==> src/pof_defs.svh <==
`ifndef POF_DEFS_SVH
`define POF_DEFS_SVH

// ==========================================================================
// Register indices (byte address is four times the index)
// ==========================================================================
`define POF_IDX_BANK_A   8'h07
`define POF_IDX_BANK_B   8'h0d
`define POF_IDX_CTRL     8'h87
`define POF_IDX_HOLD     8'h89
`define POF_IDX_STAT     8'hc8
`define POF_BANK_BYTES   6

// ==========================================================================
// Field positions
// ==========================================================================
`define POF_CTRL_RST     7
`define POF_CTRL_APPLY   6
`define POF_CTRL_FRZM    5
`define POF_CTRL_FRZV    4
`define POF_CTRL_RECALL  0
`define POF_HOLD_BIT     4
`define POF_STAT_BUSY    0
`define POF_STAT_RUN     1
`define POF_STAT_TMO     2
`define POF_STAT_WAIT    3
`define POF_FRAC_BITS    28

// ==========================================================================
// Factory defaults
// ==========================================================================
`define POF_DEF_HS       3'h0
`define POF_DEF_N1       7'h07
`define POF_DEF_M        38'h2bc011eb8

// ==========================================================================
// Timing and window
// ==========================================================================
`define POF_CLK_MHZ      100
`define POF_TIMEOUT_MS   10
`define POF_RECAL_US     1000
`define POF_WIN_NUM      49'h7
`define POF_WIN_DEN      49'h7d0

`endif

==> src/pof_pkg.sv <==
package pof_pkg;

  typedef enum logic [1:0] {
    ST_RUN,
    ST_FROZEN,
    ST_WAIT_APPLY,
    ST_RECAL
  } pof_state_e;

  typedef logic [37:0] pof_mult_t;

endpackage

==> src/pof_freq_ctrl.sv <==
`timescale 1ns/1ns
`include "pof_defs.svh"

// How it works
// - Output equals crystal times multiplier over dividers.
// - Oscillator must stay within 4.85 to 5.67 GHz; nothing here checks or clamps it.
// - Changes within 3500 ppm retune without interruption.
// - Larger changes recalibrate, stop output, new center.
// - Without hold, each multiplier byte applies at once.
// - Multiplier hold freezes applied value until cleared.
// - High-speed divider only 4,5,6,7,9,11.
// - Output divider is 1 or even up to 128.
// - Multiplier is 10.28 unsigned fixed point.
// - No apply within 10 ms after release reverts to defaults.
// - Apply sequence stops output, completes within 10 ms.
// - Reset restores readable factory default configuration.
// - Divider codes are value minus 4 and minus 1.
// - Registers carry one byte each.
module pof_freq_ctrl
  import pof_pkg::*;
#(
  parameter int        ADDR_W      = 12,
  parameter bit        STAB_7PPM   = 1'b0,
  parameter int        TIMEOUT_CYC = `POF_TIMEOUT_MS * 1000 * `POF_CLK_MHZ,
  parameter int        RECAL_CYC   = `POF_RECAL_US * `POF_CLK_MHZ
) (
  // Clock, reset, enable
  input  wire logic              clk_i,
  input  wire logic              rstn_i,
  input  wire logic              ce_i,
  // AXI4-Lite write address
  input  wire logic              s_axi_awvalid,
  output logic                   s_axi_awready,
  input  wire logic [ADDR_W-1:0] s_axi_awaddr,
  // AXI4-Lite write data
  input  wire logic              s_axi_wvalid,
  output logic                   s_axi_wready,
  input  wire logic [31:0]       s_axi_wdata,
  input  wire logic [3:0]        s_axi_wstrb,
  // AXI4-Lite write response
  output logic                   s_axi_bvalid,
  input  wire logic              s_axi_bready,
  output logic [1:0]             s_axi_bresp,
  // AXI4-Lite read address
  input  wire logic              s_axi_arvalid,
  output logic                   s_axi_arready,
  input  wire logic [ADDR_W-1:0] s_axi_araddr,
  // AXI4-Lite read data
  output logic                   s_axi_rvalid,
  input  wire logic              s_axi_rready,
  output logic [31:0]            s_axi_rdata,
  output logic [1:0]             s_axi_rresp,
  // Crystal reference and generated clock
  input  wire logic              xtal_i,
  output logic                   clk_out_o
);

  localparam int BASE = STAB_7PPM ? `POF_BANK_BYTES : 0;
  localparam int TW   = $clog2(TIMEOUT_CYC + RECAL_CYC + 1);
  localparam logic [TW-1:0] TMO_LAST = TW'(TIMEOUT_CYC - 1);
  localparam logic [TW-1:0] REC_LAST = TW'(RECAL_CYC - 1);

  // ==========================================================================
  // Decode functions
  // ==========================================================================
  function automatic logic [7:0] reg_idx(input logic [ADDR_W-1:0] a);
    reg_idx = a[9:2];
  endfunction

  function automatic logic in_bank(input logic [7:0] i);
    in_bank = (i >= `POF_IDX_BANK_A) && (i < `POF_IDX_BANK_B + 8'h06);
  endfunction

  function automatic logic mapped(input logic [ADDR_W-1:0] a);
    logic [7:0] i;
    i = reg_idx(a);
    mapped = (a[ADDR_W-1:10] == '0) && (in_bank(i) || i == `POF_IDX_CTRL ||
             i == `POF_IDX_HOLD || i == `POF_IDX_STAT);
  endfunction

  function automatic logic [3:0] hs_val(input logic [2:0] c);
    unique case (c)
      3'h0: hs_val = 4'h4;
      3'h1: hs_val = 4'h5;
      3'h2: hs_val = 4'h6;
      3'h3: hs_val = 4'h7;
      3'h5: hs_val = 4'h9;
      3'h7: hs_val = 4'hb;
      default: hs_val = 4'h0;
    endcase
  endfunction

  function automatic logic n1_ok(input logic [6:0] c);
    n1_ok = (c == 7'h00) || c[0];
  endfunction

  function automatic logic [7:0] def_byte(input logic [2:0] k);
    logic [47:0] img;
    img = {`POF_DEF_HS, `POF_DEF_N1, `POF_DEF_M};
    def_byte = img[8'(47 - 8 * k) -: 8];
  endfunction

  // ==========================================================================
  // Storage
  // ==========================================================================
  logic [7:0]  bank_q [0:2*`POF_BANK_BYTES-1];
  logic        aw_ok_q, w_ok_q, w_st0_q;
  logic [7:0]  w_idx_q, w_data_q;
  logic        w_map_q;
  logic        frz_m_q, frz_v_q, frz_dco_q, tmo_q;
  pof_state_e  st_q;
  logic [TW-1:0] tmr_q;
  pof_mult_t   app_m_q, ctr_m_q;
  logic [2:0]  app_hs_q;
  logic [6:0]  app_n1_q;

  logic        wr_fire, ar_fire, ctrl_wr, apply_req, rst_reg_p, recall_p, revert_p;
  logic        out_run, in_win, rec_done;
  logic [2:0]  act_hs;
  logic [6:0]  act_n1;
  pof_mult_t   act_m, diff_w;
  logic [7:0]  rd_idx;
  logic [7:0]  rd_byte;

  // ==========================================================================
  // AXI4-Lite handshakes
  // ==========================================================================
  assign s_axi_awready = ce_i && !aw_ok_q && !s_axi_bvalid;
  assign s_axi_wready  = ce_i && !w_ok_q && !s_axi_bvalid;
  assign s_axi_arready = ce_i && !s_axi_rvalid;
  assign wr_fire       = ce_i && aw_ok_q && w_ok_q && !s_axi_bvalid;
  assign ar_fire       = s_axi_arvalid && s_axi_arready;
  assign ctrl_wr       = wr_fire && w_st0_q && w_idx_q == `POF_IDX_CTRL;
  assign apply_req     = ctrl_wr && w_data_q[`POF_CTRL_APPLY];
  assign rst_reg_p     = ctrl_wr && w_data_q[`POF_CTRL_RST];
  assign recall_p      = ctrl_wr && w_data_q[`POF_CTRL_RECALL];

  always_ff @(posedge clk_i) begin
    if (!rstn_i) begin
      aw_ok_q  <= 1'b0;
      w_idx_q  <= 8'h00;
      w_map_q  <= 1'b0;
    end else if (ce_i) begin
      if (s_axi_awvalid && s_axi_awready) begin
        aw_ok_q <= 1'b1;
        w_idx_q <= reg_idx(s_axi_awaddr);
        w_map_q <= mapped(s_axi_awaddr);
      end else if (wr_fire) begin
        aw_ok_q <= 1'b0;
      end
    end
  end

  always_ff @(posedge clk_i) begin
    if (!rstn_i) begin
      w_ok_q   <= 1'b0;
      w_data_q <= 8'h00;
      w_st0_q  <= 1'b0;
    end else if (ce_i) begin
      if (s_axi_wvalid && s_axi_wready) begin
        w_ok_q   <= 1'b1;
        w_data_q <= s_axi_wdata[7:0];
        w_st0_q  <= s_axi_wstrb[0];
      end else if (wr_fire) begin
        w_ok_q <= 1'b0;
      end
    end
  end

  always_ff @(posedge clk_i) begin
    if (!rstn_i) begin
      s_axi_bvalid <= 1'b0;
      s_axi_bresp  <= 2'h0;
    end else if (ce_i) begin
      if (wr_fire) begin
        s_axi_bvalid <= 1'b1;
        s_axi_bresp  <= w_map_q ? 2'h0 : 2'h3;
      end else if (s_axi_bready) begin
        s_axi_bvalid <= 1'b0;
      end
    end
  end

  // ==========================================================================
  // Read path
  // ==========================================================================
  assign rd_idx = reg_idx(s_axi_araddr);

  always_comb begin
    rd_byte = 8'h00;
    if (in_bank(rd_idx)) begin
      rd_byte = bank_q[4'(rd_idx - `POF_IDX_BANK_A)];
    end else if (rd_idx == `POF_IDX_CTRL) begin
      rd_byte[`POF_CTRL_APPLY] = (st_q == ST_RECAL);
      rd_byte[`POF_CTRL_FRZM]  = frz_m_q;
      rd_byte[`POF_CTRL_FRZV]  = frz_v_q;
    end else if (rd_idx == `POF_IDX_HOLD) begin
      rd_byte[`POF_HOLD_BIT] = frz_dco_q;
    end else if (rd_idx == `POF_IDX_STAT) begin
      rd_byte[`POF_STAT_BUSY] = (st_q == ST_RECAL);
      rd_byte[`POF_STAT_RUN]  = out_run;
      rd_byte[`POF_STAT_TMO]  = tmo_q;
      rd_byte[`POF_STAT_WAIT] = (st_q == ST_WAIT_APPLY);
    end
  end

  always_ff @(posedge clk_i) begin
    if (!rstn_i) begin
      s_axi_rvalid <= 1'b0;
      s_axi_rdata  <= 32'h0;
      s_axi_rresp  <= 2'h0;
    end else if (ce_i) begin
      if (ar_fire) begin
        s_axi_rvalid <= 1'b1;
        s_axi_rdata  <= {24'h0, mapped(s_axi_araddr) ? rd_byte : 8'h00};
        s_axi_rresp  <= mapped(s_axi_araddr) ? 2'h0 : 2'h3;
      end else if (s_axi_rready) begin
        s_axi_rvalid <= 1'b0;
      end
    end
  end

  // ==========================================================================
  // Configuration banks
  // ==========================================================================
  // Register reset, recall and the apply timeout all reload factory values.
  always_ff @(posedge clk_i) begin
    if (!rstn_i || rst_reg_p || recall_p || revert_p) begin
      for (int i = 0; i < 2 * `POF_BANK_BYTES; i++) begin
        bank_q[i] <= def_byte(3'(i % `POF_BANK_BYTES));
      end
    end else if (wr_fire && w_st0_q && in_bank(w_idx_q)) begin
      bank_q[4'(w_idx_q - `POF_IDX_BANK_A)] <= w_data_q;
    end
  end

  // Only the bank of this part's stability grade is ever decoded.
  assign act_hs = bank_q[BASE][7:5];
  assign act_n1 = {bank_q[BASE][4:0], bank_q[BASE+1][7:6]};
  assign act_m  = {bank_q[BASE+1][5:0], bank_q[BASE+2], bank_q[BASE+3],
                   bank_q[BASE+4], bank_q[BASE+5]};

  // ==========================================================================
  // Control bits
  // ==========================================================================
  always_ff @(posedge clk_i) begin
    if (!rstn_i || rst_reg_p) begin
      frz_m_q   <= 1'b0;
      frz_v_q   <= 1'b0;
      frz_dco_q <= 1'b0;
    end else if (ce_i) begin
      if (ctrl_wr) begin
        frz_m_q <= w_data_q[`POF_CTRL_FRZM];
        frz_v_q <= w_data_q[`POF_CTRL_FRZV];
      end
      if (wr_fire && w_st0_q && w_idx_q == `POF_IDX_HOLD) begin
        frz_dco_q <= w_data_q[`POF_HOLD_BIT];
      end
    end
  end

  // Timeout flag: a new timeout wins over a write-one clear in the same cycle.
  always_ff @(posedge clk_i) begin
    if (!rstn_i) begin
      tmo_q <= 1'b0;
    end else if (ce_i) begin
      if (revert_p) begin
        tmo_q <= 1'b1;
      end else if (wr_fire && w_st0_q && w_idx_q == `POF_IDX_STAT &&
                   w_data_q[`POF_STAT_TMO]) begin
        tmo_q <= 1'b0;
      end
    end
  end

  // ==========================================================================
  // Frequency sequencer
  // ==========================================================================
  assign diff_w   = (act_m > ctr_m_q) ? act_m - ctr_m_q : ctr_m_q - act_m;
  assign in_win   = ({11'h0, diff_w} * `POF_WIN_DEN) <= ({11'h0, ctr_m_q} * `POF_WIN_NUM);
  assign out_run  = (st_q != ST_RECAL);
  assign rec_done = ce_i && st_q == ST_RECAL && tmr_q == REC_LAST;
  assign revert_p = ce_i && st_q == ST_WAIT_APPLY && tmr_q == TMO_LAST &&
                    !apply_req && !frz_dco_q;

  always_ff @(posedge clk_i) begin
    if (!rstn_i) begin
      st_q  <= ST_RUN;
      tmr_q <= '0;
    end else if (ce_i) begin
      tmr_q <= tmr_q + TW'(1);
      unique case (st_q)
        ST_RUN: begin
          tmr_q <= '0;
          if (frz_dco_q) begin
            st_q <= ST_FROZEN;
          end else if (apply_req) begin
            st_q <= ST_RECAL;
          end else if (!frz_m_q && act_m != app_m_q && !in_win) begin
            st_q <= ST_RECAL;
          end
        end
        ST_FROZEN: begin
          tmr_q <= '0;
          if (!frz_dco_q) begin
            st_q <= ST_WAIT_APPLY;
          end
        end
        ST_WAIT_APPLY: begin
          if (frz_dco_q) begin
            st_q <= ST_FROZEN;
          end else if (apply_req) begin
            st_q  <= ST_RECAL;
            tmr_q <= '0;
          end else if (tmr_q == TMO_LAST) begin
            st_q <= ST_RUN;
          end
        end
        ST_RECAL: begin
          if (tmr_q == REC_LAST) begin
            st_q <= ST_RUN;
          end
        end
      endcase
    end
  end

  // Applied configuration. Dividers only move at a recalibration, and an
  // illegal divider code leaves the previous dividers in force.
  always_ff @(posedge clk_i) begin
    if (!rstn_i) begin
      app_m_q  <= `POF_DEF_M;
      ctr_m_q  <= `POF_DEF_M;
      app_hs_q <= `POF_DEF_HS;
      app_n1_q <= `POF_DEF_N1;
    end else if (rec_done) begin
      app_m_q <= act_m;
      ctr_m_q <= act_m;
      if (hs_val(act_hs) != 4'h0 && n1_ok(act_n1)) begin
        app_hs_q <= act_hs;
        app_n1_q <= act_n1;
      end
    end else if (ce_i && st_q == ST_RUN && !frz_dco_q && !apply_req &&
                 !frz_m_q && in_win) begin
      app_m_q <= act_m;
    end
  end

  // The oscillator range limit is left to the programmer; nothing clamps it.
  pof_synth u_synth (
    .clk_i     (clk_i),
    .rstn_i    (rstn_i),
    .ce_i      (ce_i),
    .xtal_i    (xtal_i),
    .run_i     (out_run),
    .mult_i    (app_m_q),
    .hs_val_i  (hs_val(app_hs_q)),
    .n1_val_i  ({1'b0, app_n1_q} + 8'h01),
    .clk_out_o (clk_out_o)
  );
endmodule // pof_freq_ctrl

==> src/pof_synth.sv <==
`timescale 1ns/1ns
`include "pof_defs.svh"

module pof_synth
  import pof_pkg::*;
(
  // Clock, reset, enable
  input  wire logic        clk_i,
  input  wire logic        rstn_i,
  input  wire logic        ce_i,
  // Crystal reference pin
  input  wire logic        xtal_i,
  // Applied configuration
  input  wire logic        run_i,
  input  wire pof_mult_t   mult_i,
  input  wire logic [3:0]  hs_val_i,
  input  wire logic [7:0]  n1_val_i,
  // Output clock
  output logic             clk_out_o
);

  logic        x_s1_q;
  logic        x_s2_q;
  logic        x_s3_q;
  logic        edge_w;
  logic [11:0] prod_w;
  logic [39:0] mod_w;
  logic [39:0] phase_q;

  assign edge_w = x_s2_q & ~x_s3_q;
  assign prod_w = 12'(hs_val_i * n1_val_i);
  assign mod_w  = {prod_w, 28'h0};

  // ==========================================================================
  // Crystal synchroniser
  // ==========================================================================
  always_ff @(posedge clk_i) begin
    if (!rstn_i) begin
      x_s1_q <= 1'b0;
      x_s2_q <= 1'b0;
      x_s3_q <= 1'b0;
    end else if (ce_i) begin
      x_s1_q <= xtal_i;
      x_s2_q <= x_s1_q;
      x_s3_q <= x_s2_q;
    end
  end

  // ==========================================================================
  // Phase accumulator
  // ==========================================================================
  // Each rising crystal edge advances the phase by the multiplier; the modulus is the
  // divider product in the same fixed point, so the output runs at
  // crystal * multiplier / (divider product). Wraps are worked off one per
  // cycle, which the slow crystal edge rate leaves ample room for.
  always_ff @(posedge clk_i) begin
    if (!rstn_i || !run_i) begin
      phase_q   <= 40'h0;
      clk_out_o <= 1'b0;
    end else if (ce_i) begin
      if (edge_w && phase_q < mod_w) begin
        phase_q <= phase_q + {2'h0, mult_i};
      end else if (edge_w) begin
        phase_q <= phase_q + {2'h0, mult_i} - mod_w;
      end else if (phase_q >= mod_w) begin
        phase_q <= phase_q - mod_w;
      end
      clk_out_o <= (phase_q < mod_w) && (phase_q >= {1'b0, mod_w[39:1]});
    end
  end
endmodule // pof_synth

==> config.mk <==
export PLATFORM = sky130hd
export DESIGN_NAME = pof_freq_ctrl
export DESIGN_NICKNAME = d
export VERILOG_FILES = /design/src/pof_pkg.sv /design/src/pof_freq_ctrl.sv /design/src/pof_synth.sv
export VERILOG_INCLUDE_DIRS = /design/src
export SDC_FILE = /design/constraint.sdc
export NUM_CORES = 2
export LEC_CHECK = 0
export BUFFER_PORTS_ARGS = -buffer_cell sky130_fd_sc_hd__buf_2
export CAP_MARGIN = 5
export CORE_ASPECT_RATIO = 0.6
export CORE_MARGIN = 4
export CORE_UTILIZATION = 65
export DETAILED_ROUTE_END_ITERATION = 7
export GPL_TIMING_DRIVEN = 0
export PLACE_DENSITY = 0.92
export SETUP_SLACK_MARGIN = 0.5
export SYNTH_ARGS = -nofsm -noshare
export SYNTH_HDL_FRONTEND = slang
export SYNTH_HIERARCHICAL = 1
export SYNTH_SLANG_ARGS = --single-unit
==> constraint.sdc <==
create_clock -name clk_i -period 21 [get_ports clk_i]
set_input_delay 1.05 -clock clk_i [delete_from_list [all_inputs] [get_ports clk_i]]
set_output_delay 1.05 -clock clk_i [all_outputs]
set_load 0.02 [all_outputs]
== Yosys cells after proc, flatten, opt, wreduce, memory -nomap -nowiden ==
Memories as Yosys holds them, arrays and structs flattened.
Index checks and enable logic that the tools add are counted.

* Register bits after elaboration: 191
* Latch bits: 0
* RAM bits: 96
* Memory bits (read-only): 0
* Input bits: 69
* Output and inout bits: 42
* Word-level logic and storage cells: 224
* Memories kept: 1

{| class="wikitable"
|+ Memories
! name !! depth !! bits a word !! read ports !! clocked after Yosys merged registers in !! write ports !! line !! source
|-
| bank_q || 12 || 8 || 7 || 0 || 12 || pof_freq_ctrl.sv:106 || <nowiki>logic [7:0] bank_q [0:2*`POF_BANK_BYTES-1];</nowiki>
|}

* Add/subtract/negate cells: 9
* $mul: 3
* Div/mod/pow operators: 0
* Order comparisons: 11
* Equality and inequality tests: 30
* Shifts and indexed selects: 0
* Muxes and demuxes: 50
* Bitwise logic cells: 2
* Reduce and logical (&&, ||, !) cells: 92

{| class="wikitable"
|+ Operators with widths
! kind !! number
|-
| $mux 40 || 3
|-
| $mux 38 || 3
|-
| $sub 40x40->40 || 2
|-
| $sub 38x38->38 || 2
|-
| $eq 8x8->1 const B || 9
|-
| $le 49x41->1 || 1
|-
| $pmux 4 s6 || 2
|-
| $mul 38x7->45 const B || 1
|-
| $mux 21 || 2
|-
| $pmux 21 s2 || 1
|-
| $logic_and 1x1->1 || 41
|-
| $mul 38x3->41 const B || 1
|-
| $add 40x38->40 || 1
|-
| $ge 40x39->1 || 1
|-
| $ge 40x40->1 || 1
|-
| $lt 40x40->1 || 1
|-
| $gt 38x38->1 || 1
|-
| $ne 38x38->1 || 1
|-
| $reduce_and 2->1 || 13
|-
| $ge 8x3->1 const B || 3
|-
| $lt 8x5->1 const B || 3
|-
| $mux 4 || 6
|-
| $mux 2 || 11
|-
| $add 21x1->21 const B || 1
|-
| other kinds (31) || 86
|}

== Depth between registers and ports, before layout ==
* Word-level depth: 14
* Gate-level depth with buffers: 49
* Depth with buffers taken out: 44

== Hierarchy ==
The synthesis kept the hierarchy.

{| class="wikitable"
|+ Modules (own cells, without submodules)
! module !! instances !! cells an instance !! area an instance (µm²) !! seq. area each (µm²)
|-
| pof_freq_ctrl || 1 || 3005 || 27111.0 || 6746.5
|-
| pof_synth || 1 || 776 || 6007.0 || 880.8
|}

== Worst setup path after synthesis ==
OpenSTA, ideal clock, no wires.

* Path type: register to register
* From: reg ctr_m_q[2]
* To: reg app_m_q[33]
* Library setup time: 137 ps
* Arrival time: 9258 ps
* Data required time: 20863 ps
* Path slack: 11605 ps
* Stages on the path, launching flop included: 45
* Buffers on the path: 7
* Clock period less this slack: 9395 ps
* Cells stage by stage: dfxtp_1 > inv_1 > ha_1 > buf_2 > and4_4 > a21o_1 > a211oi_2 > o21ai_2 > a31oi_2 > o21ai_2 > buf_6 > buf_6 > buf_2 > o311ai_0 > nand3_1 > xor2_1 > ha_1 > inv_1 > [9 not listed] > a21o_1 > a221o_1 > a31o_2 > o21ai_0 > o21ai_0 > xor2_1 > ha_1 > a21oi_1 > o21ai_0 > a2111oi_0 > a2bb2oi_1 > nor4_1 > o2111a_2 > nand4_1 > buf_6 > buf_2 > nand3_1 > nand3_1

* Word-level cells in the longest chain between the ends: 6
* Elaborated cells on any way between the ends: 9
* Those cells by class: add/sub (2); mul (2); order compare (2); mux (1); reduce/logical (2)

{| class="wikitable"
|+ Ends and longest elaborated chain
! what !! line !! source
|-
| start: declaration || pof_freq_ctrl.sv:113 || <nowiki>pof_mult_t app_m_q, ctr_m_q;</nowiki>
|-
| start signal: assignment || pof_freq_ctrl.sv:333 || <nowiki>ctr_m_q <= `POF_DEF_M;</nowiki>
|-
| start signal: assignment || pof_freq_ctrl.sv:338 || <nowiki>ctr_m_q <= act_m;</nowiki>
|-
| $sub 38x38->38 or $gt 38x38->1 (tied branches) || pof_freq_ctrl.sv:279 || <nowiki>assign diff_w = (act_m > ctr_m_q) ? act_m - ctr_m_q : ctr_m_q - act_m;</nowiki>
|-
| $mux 38 || pof_freq_ctrl.sv:279 ||
|-
| $mul 38x7->45 (no source line) || - ||
|-
| $le 49x41->1 (*) || pof_freq_ctrl.sv:280 || <nowiki>assign in_win = ({11'h0, diff_w} * `POF_WIN_DEN) <= ({11'h0, ctr_m_q} * `POF_WIN_NUM);</nowiki>
|-
| $logic_and 1x1->1 (*) || pof_freq_ctrl.sv:344 || <nowiki>!frz_m_q && in_win) begin</nowiki>
|-
| $reduce_bool 2->1 (no source line) (*) || - ||
|-
| end signal: assignment || pof_freq_ctrl.sv:332 || <nowiki>app_m_q <= `POF_DEF_M;</nowiki>
|-
| end signal: assignment || pof_freq_ctrl.sv:337 || <nowiki>app_m_q <= act_m;</nowiki>
|-
| end signal: assignment || pof_freq_ctrl.sv:345 || <nowiki>app_m_q <= act_m;</nowiki>
|-
| end: declaration || pof_freq_ctrl.sv:113 ||
|}

Mark *: on every way between the ends. The rest lies on a longest branch, timed or not.
A chain may end at the register's enable or synchronous reset.

==> reports/metrics.cfg <==
[outcome]
status=complete, but fails checks
violations=design-rule violations

[clocking]
h-tree-depth=1
postCtsSetupBuffers=0
ctsRootBufferMaster=clkbuf_16
numCtsBuffers=25
path_clk_slew_ps=80
cts_tree=done
clock_sinks=317
worstSkewPairLatency_ps=590
cts_resized=0
cts_buffer_depth=3
hold_buffers=0

[logic_synthesis]
synth_ff_type=dfxtp_1
yosysTopAreaCell=ha_1
synth_fa_ha_area_frac=0.242
yosysTopAreaCellShare=0.128
synth_area_leaders=ha_1, edfxtp_1, dfxtp_1
syn_area_per_cell_um2=8.76
synthesis.area_mm2=0.0331
muxShareOfSynthArea=0.0339
synthXorXnorAreaFrac=0.0692
synth-edff-count=128
ys_ff_latch=317
async_flop_share=0
yosysMostFrequentCell=a21oi_1
synth_top_family_by_area=adder cells
ys_seq_area_frac=0.230
yosys.area_share.simple=0.165
postSynthCellCount=3781
synth_common_cells=a21oi_1, inv_1, ha_1
synth_compound_area_frac=0.194
synth.distinct_cells=111
yosysWarnings=6

[timing]
maxSlewHeadroom=0.134
slew_viol_final=0
rsz0062_at_grt=false
final.setup.tns_ps=0
setup_slack_ps=7670
finalSetupViolations=0
hold_viol=0
finalClockSkew_ps=28.0
fin_crit_ps=13330
period_share=0.635
worst_pin_slew_ps=1290
max_freq_mhz=75.0

[critical_path]
slowest_stage=a211oi_1
required_ps=21410
path_class=flop to flop
start_kind=flop
crit_path_max_fanout=10
crit_buf_inv=8
path_delay_family=compound AO/OA/AOI/OAI gates
crit_top_cell=a21o_1
cp.arrival_ps=13740
worstSetupEndpointType=flop
cpPeakStageDelay_ps=840

[placed_design]
numPortBuffers=55
hpwlAfterDp_um=84300
dpl_worst_slack_ps=8420
globalplace.congestion=1.06
place_area_mm2=0.0345

[global_route]
grt_first_pass_wirelength_um=162000
grt_overflow=0
grt_pass1_vias=28500
grt_usage=0.375
antenna_found_initial=1
grt_max_degree=19

[drt]
vias=30700
dr.pass1.iters=8
routedWlPerCell_um=22.9
ant_nets=0
drc_errors=1
via_per_inst=6.63
first_iter_violations=4762
drt_wl_total_um=106000

[floorplan]
die_h_um=183
core_mm2=0.0499
initial_core_util=0.664
chipWidth_um=299
rows=63
io_pins=111
die_area_mm2=0.0547

[cells_and_area]
area_growth_pct=6.55
postLayoutCoreUtil=0.707
drive_above_1_share=0.0718
fin_area_mm2=0.0353
diodes=0
fillCellCount=3788
layout.nets=4517

[power]
p_per_area_mw_per_mm2=167
p_leak_uw=0.0157
irDropWorstVdd_v=0.000305
total_power_uw=5890

[run]
maxCapViolCount=0

[worst_hold_path]
hold_path_class=flop to flop

-- tightest hold or removal path: stages, from the launching register on --
cell and delay, ps:
dfxtp_1 320, nand2_1 50, a21oi_1 60
-- cells by family (layout without fill, tap and decap cells) --
| logic type | after synthesis | after routing |
|---|---|---|
| compound gates | 1004 | 1004 |
| xor+xnor | 253 | 253 |
| fa+ha+maj | 529 | 529 |
| buf+inv | 515 | 620 |
| flops | 317 | 317 |
| mux | 70 | 70 |
| other cells | 1 | 56 |
| simple gates | 1092 | 1092 |
-- sequential cells by signal (all words and copies together) (netlist names), 7 cells and up --
| signal | cells |
|---|---|
| bank_q | 128 |
| u_synth/phase_q | 40 |
| app_m_q | 38 |
| ctr_m_q | 38 |
| tmr_q | 21 |
| s_axi_rdata | 8 |
| w_data_q | 8 |
| w_idx_q | 8 |
| app_n1_q | 7 |
-- placed cells by master (no fill, tap or decap), types with 21 or more instances in the layout --
cell type,synthesis,layout
dfxtp_1,189,189
clkbuf_16,0,25
edfxtp_1,128,128
inv_1,344,344
a21oi_1,368,368
a211oi_1,31,31
nand2_1,332,332
nor2_1,189,189
xnor2_1,162,162
conb_1,1,56
fa_1,187,187
o21ai_0,175,174
buf_4,28,28
nand2b_1,39,39
a21o_1,131,131
buf_2,28,85
or3_1,38,38
clkbuf_1,94,103
a31oi_1,21,21
xor2_1,84,84
and2_1,101,101
o211ai_1,39,39
ha_1,339,339
o21bai_1,33,33
nor2b_1,27,27
nand4_1,61,61
mux2i_1,31,31
and3_1,37,37
o21a_1,32,32
nor3_1,58,58
mux4_2,33,33
nand3_1,121,121
-- per-layer routing --
layer,up-vias,global-route usage,wire length (µm)
met5,-,0.0247,228
met4,6,0.0658,2290
met3,313,0.181,19300
met2,2284,0.504,40900
met1,14500,0.550,43300
li1,13600,-,-
-- layout make-up --
cell class,instances,area [µm²],area share
multi-input combinational,3004,23500,0.667
sequential,317,7630,0.216
buffer,165,846,0.0240
inverter,350,1320,0.0373
timing repair buffer,59,298,0.00844
clock buffer,37,701,0.0199
clock inverter,9,105,0.00298
tap,682,853,0.0242
-- metrics by stage --
| step | hold WS, ps | std cells |
|---|---|---|
| 2_1_floorplan | 437 | 3836 |
| 3_3_place_gp | 450 | 4573 |
| 3_5_place_dp | 454 | 4574 |
| 4_1_cts | 478 | 4620 |
| 5_1_grt | 503 | 4623 |
| 6_report | 480 | 4623 |
-- power by group --
group / total (µW) / internal (µW) / switching (µW)
sequential: 694 / 661 / 33.3
clock: 498 / 249 / 248
combinational: 4690 / 1870 / 2820
total: 5890 / 2780 / 3100
-- final timing paths --
path / startpoint / endpoint / slack [ps] / cells after the start
max reg2reg: bank_q[5][0]$_SDFFCE_PN0P_ / app_m_q[31]$_SDFFE_PN1P_ / 7670 / 45
max: bank_q[5][0]$_SDFFCE_PN0P_ / app_m_q[31]$_SDFFE_PN1P_ / 7670 / 45
min: s_axi_rvalid$_SDFFE_PN0P_ / s_axi_rvalid$_SDFFE_PN0P_ / 480 / 2
min reg2reg: s_axi_rvalid$_SDFFE_PN0P_ / s_axi_rvalid$_SDFFE_PN0P_ / 480 / 2
No activity file was read; power rests on OpenSTA's default activity.
